File: src/logic/bmb_pkg.sv
// Function
// a high b low drives forward, swapped drives reverse, both high brakes low
// both inputs low turns all switches off; 1 ms later enter standby
// either direction input high leaves standby for operation
// outputs stay off after standby release, driven within 30 us
// comparator ignored for 3.6 us after each decay to charge change
// comparator must hold 400 ns near threshold before a trip counts
// every direction input transition restarts the blanking window
// bridge follows each direction input change for direct pwm
// off time after a trip has fixed length, independent of current
// off time is half fast decay then half slow decay
// zero current during off time turns all switches off till its end
// charge, fast and slow switch patterns, mirrored for reverse current
// dead time of 200 to 300 ns on every switch change
// unblanked trip ends charge; off time end resumes charge in commanded direction
// standby timer restarts whenever an input goes high
package bmb_pkg;

	localparam int CLK_NS = 40;
	localparam int STANDBY_NS = 1_000_000;
	localparam int STANDBY_CYC = STANDBY_NS / CLK_NS;
	localparam int WAKE_MAX_NS = 30_000;
	localparam int WAKE_CYC = WAKE_MAX_NS / CLK_NS;
	localparam int WAKE_LAT = 3;
	localparam int BLANK_NS = 3_600;
	localparam int BLANK_CYC = (BLANK_NS + CLK_NS - 1) / CLK_NS;
	localparam int FILT_NS = 400;
	localparam int FILT_CYC = (FILT_NS + CLK_NS - 1) / CLK_NS;
	localparam int DEAD_MIN_NS = 200;
	localparam int DEAD_CYC = (DEAD_MIN_NS + CLK_NS - 1) / CLK_NS;
	localparam int OFF_NS = 25_000;
	localparam int OFF_CYC = OFF_NS / CLK_NS;

	localparam logic [1:0] IN_STOP = 2'h0;
	localparam logic [1:0] IN_REV = 2'h1;
	localparam logic [1:0] IN_FWD = 2'h2;
	localparam logic [1:0] IN_BRAKE = 2'h3;

	typedef enum logic [2:0] {
		ST_OFF,
		ST_STANDBY,
		ST_WAKE,
		ST_BRAKE,
		ST_CHARGE,
		ST_FAST,
		ST_SLOW,
		ST_ZERO
	} bmb_state_type;

	typedef struct packed {
		logic high_switch_a;
		logic high_switch_b;
		logic low_switch_a;
		logic low_switch_b;
	} bmb_gates_type;

	localparam bmb_gates_type GT_OFF = 4'h0;
	localparam bmb_gates_type GT_CHG_FWD = 4'h9;
	localparam bmb_gates_type GT_CHG_REV = 4'h6;
	localparam bmb_gates_type GT_FAST_FWD = 4'h6;
	localparam bmb_gates_type GT_FAST_REV = 4'h9;
	localparam bmb_gates_type GT_LOW = 4'h3;

endpackage

File: src/logic/bmb_bridge_ctrl.sv
`timescale 1ns/100ps
`default_nettype none
module bmb_bridge_ctrl #(
	parameter int STANDBY_CYC = bmb_pkg::STANDBY_CYC,
	parameter int OFF_CYC = bmb_pkg::OFF_CYC
) (
	input wire logic clk,
	input wire logic reset,
	input wire logic dir_in_a,
	input wire logic dir_in_b,
	input wire logic sense_trip,
	input wire logic zero_current,
	output var bmb_pkg::bmb_gates_type gates,
	output logic standby
);

	localparam int SBW = $clog2(STANDBY_CYC + 1);
	localparam int OFW = $clog2(OFF_CYC + 1);
	localparam int HALF_CYC = OFF_CYC / 2;
	localparam int BLW = $clog2(bmb_pkg::BLANK_CYC + 1);
	localparam int FLW = $clog2(bmb_pkg::FILT_CYC + 1);
	localparam int WKW = $clog2(bmb_pkg::WAKE_CYC + 1);
	localparam int DTW = $clog2(bmb_pkg::DEAD_CYC + 1);

	bmb_pkg::bmb_state_type state_q;
	bmb_pkg::bmb_state_type state_d;
	bmb_pkg::bmb_state_type run_st;
	bmb_pkg::bmb_gates_type gate_q;
	bmb_pkg::bmb_gates_type want;
	logic [1:0] in_now;
	logic [1:0] in_q;
	logic in_chg;
	logic dir_q;
	logic trip_ok;
	logic [SBW-1:0] sb_q;
	logic [OFW-1:0] off_q;
	logic [BLW-1:0] blank_q;
	logic [FLW-1:0] filt_q;
	logic [WKW-1:0] wake_q;
	logic [DTW-1:0] dead_q;

	assign in_now = {dir_in_a, dir_in_b};
	assign in_chg = in_now != in_q;
	assign gates = gate_q;
	assign standby = state_q == bmb_pkg::ST_STANDBY;
	assign trip_ok = state_q == bmb_pkg::ST_CHARGE && blank_q == '0
		&& filt_q == FLW'(bmb_pkg::FILT_CYC);

	////////////////////////////////////////////////////////////////
	// input tracking

	always_ff @(posedge clk) begin
		if (reset) begin
			in_q <= bmb_pkg::IN_STOP;
		end else begin
			in_q <= in_now;
		end
	end

	always_ff @(posedge clk) begin
		if (reset) begin
			dir_q <= 1'b0;
		end else if (in_now == bmb_pkg::IN_FWD) begin
			dir_q <= 1'b0;
		end else if (in_now == bmb_pkg::IN_REV) begin
			dir_q <= 1'b1;
		end
	end

	////////////////////////////////////////////////////////////////
	// mode sequencing

	always_comb begin
		case (in_now)
			bmb_pkg::IN_STOP: run_st = bmb_pkg::ST_OFF;
			bmb_pkg::IN_BRAKE: run_st = bmb_pkg::ST_BRAKE;
			default: run_st = bmb_pkg::ST_CHARGE;
		endcase
	end

	always_comb begin
		state_d = state_q;
		case (state_q)
			bmb_pkg::ST_STANDBY: begin
				if (in_now != bmb_pkg::IN_STOP) begin
					state_d = bmb_pkg::ST_WAKE;
				end
			end
			bmb_pkg::ST_WAKE: begin
				if (wake_q == '0) begin
					state_d = run_st;
				end
			end
			bmb_pkg::ST_OFF: begin
				if (sb_q == SBW'(STANDBY_CYC - 1)) begin
					state_d = bmb_pkg::ST_STANDBY;
				end
			end
			bmb_pkg::ST_BRAKE: begin
				state_d = bmb_pkg::ST_BRAKE;
			end
			bmb_pkg::ST_CHARGE: begin
				if (trip_ok) begin
					state_d = bmb_pkg::ST_FAST;
				end
			end
			bmb_pkg::ST_FAST: begin
				if (zero_current) begin
					state_d = bmb_pkg::ST_ZERO;
				end else if (off_q == OFW'(HALF_CYC)) begin
					state_d = bmb_pkg::ST_SLOW;
				end
			end
			bmb_pkg::ST_SLOW: begin
				if (off_q == '0) begin
					state_d = bmb_pkg::ST_CHARGE;
				end else if (zero_current) begin
					state_d = bmb_pkg::ST_ZERO;
				end
			end
			bmb_pkg::ST_ZERO: begin
				if (off_q == '0) begin
					state_d = bmb_pkg::ST_CHARGE;
				end
			end
			default: state_d = bmb_pkg::ST_OFF;
		endcase
		if (in_chg && state_q != bmb_pkg::ST_STANDBY && state_q != bmb_pkg::ST_WAKE) begin
			state_d = run_st;
		end
	end

	always_ff @(posedge clk) begin
		if (reset) begin
			state_q <= bmb_pkg::ST_OFF;
		end else begin
			state_q <= state_d;
		end
	end

	////////////////////////////////////////////////////////////////
	// timers

	always_ff @(posedge clk) begin
		if (reset) begin
			sb_q <= '0;
		end else if (state_q != bmb_pkg::ST_OFF || in_now != bmb_pkg::IN_STOP) begin
			sb_q <= '0;
		end else if (sb_q != SBW'(STANDBY_CYC - 1)) begin
			sb_q <= sb_q + SBW'(1);
		end
	end

	always_ff @(posedge clk) begin
		if (reset) begin
			wake_q <= '0;
		end else if (state_q == bmb_pkg::ST_STANDBY) begin
			wake_q <= WKW'(bmb_pkg::WAKE_CYC - bmb_pkg::WAKE_LAT);
		end else if (wake_q != '0) begin
			wake_q <= wake_q - WKW'(1);
		end
	end

	always_ff @(posedge clk) begin
		if (reset) begin
			off_q <= '0;
		end else if (state_q == bmb_pkg::ST_CHARGE && state_d == bmb_pkg::ST_FAST) begin
			off_q <= OFW'(OFF_CYC - 1);
		end else if (off_q != '0) begin
			off_q <= off_q - OFW'(1);
		end
	end

	// blanking reloads on input edges and on every entry into charge
	always_ff @(posedge clk) begin
		if (reset) begin
			blank_q <= '0;
		end else if (in_chg) begin
			blank_q <= BLW'(bmb_pkg::BLANK_CYC);
		end else if (state_d == bmb_pkg::ST_CHARGE && state_q != bmb_pkg::ST_CHARGE) begin
			blank_q <= BLW'(bmb_pkg::BLANK_CYC);
		end else if (blank_q != '0) begin
			blank_q <= blank_q - BLW'(1);
		end
	end

	// comparator must stay high for the whole filter span
	always_ff @(posedge clk) begin
		if (reset) begin
			filt_q <= '0;
		end else if (!sense_trip) begin
			filt_q <= '0;
		end else if (filt_q != FLW'(bmb_pkg::FILT_CYC)) begin
			filt_q <= filt_q + FLW'(1);
		end
	end

	////////////////////////////////////////////////////////////////
	// switch drive

	always_comb begin
		case (state_q)
			bmb_pkg::ST_CHARGE: want = dir_q ? bmb_pkg::GT_CHG_REV : bmb_pkg::GT_CHG_FWD;
			bmb_pkg::ST_FAST: want = dir_q ? bmb_pkg::GT_FAST_REV : bmb_pkg::GT_FAST_FWD;
			bmb_pkg::ST_SLOW: want = bmb_pkg::GT_LOW;
			bmb_pkg::ST_BRAKE: want = bmb_pkg::GT_LOW;
			default: want = bmb_pkg::GT_OFF;
		endcase
	end

	// turn-offs act at once; turn-ons wait out the dead time
	always_ff @(posedge clk) begin
		if (reset) begin
			gate_q <= bmb_pkg::GT_OFF;
			dead_q <= '0;
		end else if ((gate_q & ~want) != '0) begin
			gate_q <= bmb_pkg::bmb_gates_type'(gate_q & want);
			dead_q <= DTW'(bmb_pkg::DEAD_CYC - 1);
		end else if (dead_q != '0) begin
			dead_q <= dead_q - DTW'(1);
		end else begin
			gate_q <= want;
		end
	end

	////////////////////////////////////////////////////////////////
	// checks

	localparam int WAKE_BOUND = bmb_pkg::WAKE_CYC - 1;
	localparam int FILT_D = bmb_pkg::FILT_CYC + 1;
endmodule
`default_nettype wire

File: config.mk
export PLATFORM = sky130hd
export DESIGN_NAME = bmb_bridge_ctrl
export DESIGN_NICKNAME = d
export VERILOG_FILES = /design/src/logic/bmb_pkg.sv /design/src/logic/bmb_bridge_ctrl.sv
export SDC_FILE = /design/constraint.sdc
export NUM_CORES = 1
export LEC_CHECK = 0
export BUFFER_PORTS_ARGS = -buffer_cell sky130_fd_sc_hd__clkbuf_2
export CAP_MARGIN = 5
export CORE_MARGIN = 10
export CORE_UTILIZATION = 45
export DETAILED_ROUTE_END_ITERATION = 12
export PLACE_DENSITY_LB_ADDON = 0.12
export SETUP_SLACK_MARGIN = 0.1
export SLEW_MARGIN = 25
export SYNTH_ARGS = -nofsm -noshare
export SYNTH_HDL_FRONTEND = slang
export SYNTH_SLANG_ARGS = --single-unit
File: constraint.sdc
create_clock -name clk -period 3.1 [get_ports clk]
set_clock_uncertainty 0.1 [all_clocks]
set_input_delay 0.155 -clock clk [delete_from_list [all_inputs] [get_ports clk]]
set_output_delay 0.155 -clock clk [all_outputs]
set_load 0.005 [all_outputs]
==> summary.txt, run 1 <==
Run status
  – Outcome: complete, no violations

Synthesis
  – Number of distinct library cells after synthesis: 43
  – Yosys reg bits: 59
  – Syn Nets: 382
  – Syn Inst Count: around 360
  – Yosys Warn Count: 0
  – Post-synthesis sequential area ratio: 38.55%
  – Syn_area_per_cell: approximately 8.5 sq um
  – Fraction of registers with async set or reset after synthesis: 0%
  – EDFF count, synth: 0
  – Mapped Area: a little over 3000 sq um
  – Main synth FF type: dfxtp_1

Clock tree
  – Later-pin clock latency in the skew report: between 0.3 and 0.4 ns
  – PostCTS Resize Cnt: 0
  – Clk slew on worst S/H paths: roughly 0.07 ns
  – Post-CTS Hold Buffers: 0
  – Num CTS Buffers: 9
  – CTS tree: yes
  – Htree depth: 3
  – Post-CTS Setup Repair Bufs: 0
  – Root Buffer: clkbuf_8
  – Clock Sink Count: 59
  – CTS max path bufs: 2

Finish
  – Final non-filler cell total: 461
  – Syn-to-layout area delta: 12.29%
  – Multi-input gate area: 1778 sq um
  – Nets: 396
  – Storage cell area: 1181 sq um
  – Antenna cells: 0
  – Share of post-route cells with drive strength above 1: a little under an eighth
  – Most frequent cells in the layout: dfxtp_1 (59), nor2_1 (48), nand2_1 (33), a21oi_1 (28), xnor2_1 (20)
  – Commonest non-fill, non-tap cell in the layout: dfxtp_1
  – Number of fill cells: 656

Global routing
  – Met1 usage: 14.25%
  – Global routing usage on met3: under 10%
  – Initial antenna violation count: 0
  – Met2 Usage GRT: 20.36%
  – Global route overflow: 0
  – First-pass GRT wire length: between 10000 and 15000 um
  – Tot GR Track Use: 12.36%
  – Vias in the first global route: 2371
  – Busiest grt layer: met2
  – Largest net degree at the start of global routing: 36

Route
  – Via density: 5.271
  – # DRC: 0
  – Total wire length: 5889 um
  – Iter 0 DRT Violations: 106
  – Routed Antenna Nets: 0
  – Wire length per cell after detailed routing: 12.77 um
  – First-pass iteration count of the detailed router: 4
  – Vias: 2430

Floorplan
  – Core area: approximately 6700 sq um
  – Initial Utilization: 45.61%
  – Die area: approximately 11000 sq um
  – # IOs: 11
  – Row count: 30
  – Die H: 102.5 um
  – DIE WIDTH: just over 100 um

Critical path
  – R2R depth: 9
  – Critical path arrival: 2.84 ns
  – Startpoint types: flip-flop
  – Critical path data required time: 3.20 ns
  – Reg-to-reg startpoint: off_q[0]
  – Crit-path max FO: 7
  – FF-to-FF End: blank_q[0]
  – Reg-to-reg slack, setup: 0.36 ns
  – Critical Path Sink: blank_q[0]
  – Crit Path Class: reg2reg
  – Worst setup EP type: flip-flop
  – Worst setup path startpoint: off_q[0]

STA
  – Max_slew headroom: a little under two thirds
  – Unrepaired setup endpoints after global routing: false
  – Part of the cycle the worst path needs: between 80 and 90%
  – Fin. max-slew vios: 0
  – Setup TNS Final: 0 ns
  – Crit path time final: 2.741 ns
  – Fmax: 0.3648 GHz
  – Worst-margin pin slew: 0.5382 ns
  – Final-report hold violation count: 0
  – Final setup viols: 0
  – Worst hold slack: 0.04553 ns

Place
  – Post-Place Cells: 445
  – IO Port Bufs: 10
  – GP Congestion: 0.7610
  – HPWL Detailed: 4230 um

Power
  – Worst IR drop on VDD: roughly 260 uV
  – Final total power: 0.002746 W
  – LEAKAGE: 1.325 nW
  – Power Density: ~800 nW/um^2

Min path
  – Hold Startpoint: dir_in_b
  – Hold Crit Class: in2reg

Flow run
  – Max-cap violations: 0
## cells by family after synthesis
logic type,synth area share (%)
compound gates,9.759
mux,1.388
xor+xnor,10.86
simple gates,30.30
buf+inv,3.430
flops,38.55
fa+ha+maj,5.717
## state kept, by name, indices dropped and copies added (netlist names)
name,cells
gates,4
blank_q,7
state_q,3
in_q,2
sb_q,15
filt_q,4
dir_q,1
off_q,10
wake_q,10
dead_q,3
## synth_stat cells (8+ instances only)
cell type  number  area (sq um)
xor2_1         18         157.7
inv_1          18         67.56
a21oi_1        28         140.1
dfxtp_1        59          1181
nand3_1        14         70.07
nor2b_1         8         50.05
clkbuf_1       10         37.54
xnor2_1        20         175.2
nor2_1         48         180.2
nor3_1         16         80.08
o21ai_0         9         45.04
ha_1           14         175.2
nand2_1        33         123.9
## stage by stage
stage | cell area, sq um | setup slack [ns] | utilization, %
2_1_floorplan | 3064 | 0.5214 | -
3_3_place_gp | 3199 | 0.4031 | 47.62
3_5_place_dp | 3199 | 0.3690 | 47.62
4_1_cts | 3441 | 0.3352 | 51.21
5_1_grt | 3441 | 0.2031 | 51.21
6_report | 3441 | 0.3590 | 51.21
## cell type report
type | instances | share of cell area (%)
multi-input combinational | 275 | 51.67
sequential | 59 | 34.33
clock buffer | 11 | 4.109
clock inverter | 5 | 2.909
tap | 80 | 2.909
timing repair buffer | 13 | 2.109
inverter | 18 | 1.964
## per-layer routing
metal / vias up / wire length, um
li1: 1274 / -
met1: 1121 / 2795
met2: 27 / 2795
met3: 8 / 196
met4: 0 / 101
met5: - / 0
## critical path, cell delays in order, from the launching register on
cell and delay, ns:
dfxtp_1 0.32, inv_1 0.08, ha_1 0.19, or4b_4 0.51
nor4_4 0.30, o32a_2 0.20, or4b_4 0.49, nand2_4 0.09
nand4_4 0.14, nor4b_1 0.18
## power by group
| group | switching (W) | total, W | internal [W] |
|---|---|---|---|
| registers | 0.000123 | 0.00101 | 0.000885 |
| clock network | 0.000299 | 0.000853 | 0.000554 |
| logic | 0.000472 | 0.000885 | 0.000413 |
| total | 0.000894 | 0.00275 | 0.00185 |
## how the worst min path moves through the flow
stage	end	slack (ns)	cells past startpoint
after floorplan	in_q[0]	0.21	2
after global placement	gates[3]	0.36	2
after detailed placement	gates[1]	0.37	2
after CTS	filt_q[2]	0.04	3
after global routing	in_q[0]	0.05	3
final	in_q[0]	0.05	3
Note: power is estimated with default switching activity, not from simulation.
==> inputs of run 2 (changes only) <==
--- a/config.mk
+++ b/config.mk
@@ -7,6 +7,7 @@
 export LEC_CHECK = 0
 export BUFFER_PORTS_ARGS = -buffer_cell sky130_fd_sc_hd__clkbuf_2
 export CAP_MARGIN = 5
+export CORE_ASPECT_RATIO = 0.5
 export CORE_MARGIN = 10
 export CORE_UTILIZATION = 45
 export DETAILED_ROUTE_END_ITERATION = 12
==> run 2 against run 1 <==
Fmax about the same. Via count increased by 1.6%. Sequential cell count unchanged. Sequential power about the same. Design area increased by 1.6%. Largest cell class unchanged. Die area increased by 1.9%. Critical path type unchanged.
==> summary.txt, run 2 (synthesized netlist as in run 1, its figures left out) <==
Run status
  – Outcome: complete, no violations

Route
  – Routed Antenna Nets: 0
  – Vias: between 2k and 2.5k
  – Via density: between 5 and 6
  – Iter 0 DRT Violations: 88
  – # DRC: 0
  – First-pass iteration count of the detailed router: 4
  – Total wire length: roughly 6000 um
  – Wire length per cell after detailed routing: 12.79 um

Floorplan
  – Initial Utilization: 46.09%
  – # IOs: 11
  – Core area: 6648 sq um
  – DIE WIDTH: ~140 um
  – Row count: 21
  – Die area: 10710 sq um
  – Die H: 78.35 um

Place
  – GP Congestion: 0.8554
  – IO Port Bufs: 10
  – Place WS: 0.3714 ns
  – HPWL Detailed: about 4300 um

Finish
  – Syn-to-layout area delta: 14.05%
  – Share of post-route cells with drive strength above 1: 11.05%
  – Final Util: 52.57%
  – Most flops, register: sb_q
  – Nets: 396
  – Largest regs: sb_q x15, off_q x10, wake_q x10
  – Commonest non-fill, non-tap cell in the layout: dfxtp_1
  – Most frequent cells in the layout: dfxtp_1 (59), nor2_1 (48), nand2_1 (33), a21oi_1 (28), xnor2_1 (20)
  – Antenna cells: 0
  – Max reg flops: 15

Flow run
  – Max-cap violations: 0

Critical path
  – Reg-to-reg slack, setup: 0.36 ns
  – Crit-path max FO: 7
  – Reg-to-reg startpoint: off_q[0]
  – R2R depth: 9
  – Startpoint types: flip-flop
  – Worst setup path startpoint: off_q[0]
  – Critical path data required time: 3.20 ns
  – Crit Path Class: reg2reg
  – Critical path arrival: 2.84 ns
  – Worst setup EP type: flip-flop
  – Critical Path Sink: blank_q[0]
  – FF-to-FF End: blank_q[0]

Clock tree
  – Clk slew on worst S/H paths: about 0.050 ns
  – Post-CTS Setup Repair Bufs: 0
  – CTS tree: yes
  – Num CTS Buffers: 9
  – Post-CTS Hold Buffers: 0
  – Later-pin clock latency in the skew report: approximately 0.33 ns
  – Root Buffer: clkbuf_16
  – PostCTS Resize Cnt: 0
  – CTS max path bufs: 2
  – Htree depth: 3
  – Clock Sink Count: 59

Power
  – Worst IR drop on VDD: 382.7 uV
  – Power Density: 805.6 nW/um^2
  – Net Sw Power: 0.0009177 W
  – Sw frac: ~33%
  – Internal power: 0.001898 W
  – Sequential share of power: between 30 and 40%
  – Clock power share: approximately a third
  – Final total power: roughly 0.0028 W
  – LEAKAGE: 1.343 nW
  – Gate power share: 31.5%

STA
  – Final-report hold violation count: 0
  – Unrepaired setup endpoints after global routing: false
  – Worst-margin pin slew: 0.6055 ns
  – Setup TNS Final: 0 ns
  – Part of the cycle the worst path needs: 88.40%
  – Final worst setup slack: 0.3597 ns
  – Fin. max-slew vios: 0
  – Crit path time final: 2.740 ns
  – Final setup viols: 0
  – Max_slew headroom: 59.07%
  – Fmax: 0.3649 GHz

Global routing
  – First-pass GRT wire length: a little over 10000 um
  – Global route overflow: 0
  – Largest net degree at the start of global routing: 36
  – Initial antenna violation count: 0
  – Tot GR Track Use: 11.84%
  – Vias in the first global route: 2234

Min path
  – Hold Crit Class: in2reg
  – Hold depth: 3
## run 2: area by class of cell
type / instances / area, sq um
fill: 649 / 3153
inverter: 18 / 67.56
tap: 92 / 115.1
multi-input combinational: 275 / 1778
timing repair buffer: 13 / 72.57
clock buffer: 13 / 270.3
clock inverter: 2 / 10.01
sequential: 59 / 1181
## run 2: per-stage QoR
| step | instance area [sq um] | cells | hold slack [ns] |
|---|---|---|---|
| 4_1_cts | 3495 | 472 | 0.03630 |
| 5_1_grt | 3495 | 472 | 0.05410 |
| 6_report | 3495 | 472 | 0.04262 |
| 3_5_place_dp | 3214 | 457 | 0.3679 |
| 3_3_place_gp | 3214 | 457 | 0.3572 |
| 2_1_floorplan | 3064 | 362 | 0.2124 |
## run 2: critical path: stages, from the launching register on
cell and delay (ns):
dfxtp_1 0.33, inv_1 0.10, ha_1 0.19, or4b_4 0.51, nor4_4 0.29, o32a_2 0.20
or4b_4 0.49, nand2_4 0.09, nand4_4 0.14, nor4b_1 0.18
## run 2: worst min-delay path by stage
stage,start,to,slack [ns]
6_report,sense_trip,filt_q[0],0.04
5_1_grt,sense_trip,filt_q[0],0.05
4_1_cts,sense_trip,filt_q[0],0.04
3_5_place_dp,gates[0],gates[0],0.37
3_3_place_gp,gates[3],gates[3],0.36
2_1_floorplan,dir_in_b,in_q[0],0.21
## run 2: layer usage
layer | global-route usage [%] | part of all wire, % | wire length (um) | up-vias
met2 | 17.77 | 45 | 2723 | 35
met1 | 14.50 | 49 | 2933 | 1149
li1 | - | - | - | 1280
met5 | 0 | 0 | 0 | -
met4 | 3.805 | 0.71 | 43 | 0
met3 | 5.909 | 5.6 | 335 | 5
## run 2: power by group through the flow
stage                     Clock, W  Sequential, W  Combinational, W
after floorplan                  0       0.000988          0.000753
after global placement           0        0.00102          0.000873
after detailed placement         0        0.00102          0.000886
after CTS                 0.000947        0.00101          0.000892
after global routing      0.000979        0.00103           0.00102
final                     0.000914        0.00101          0.000888
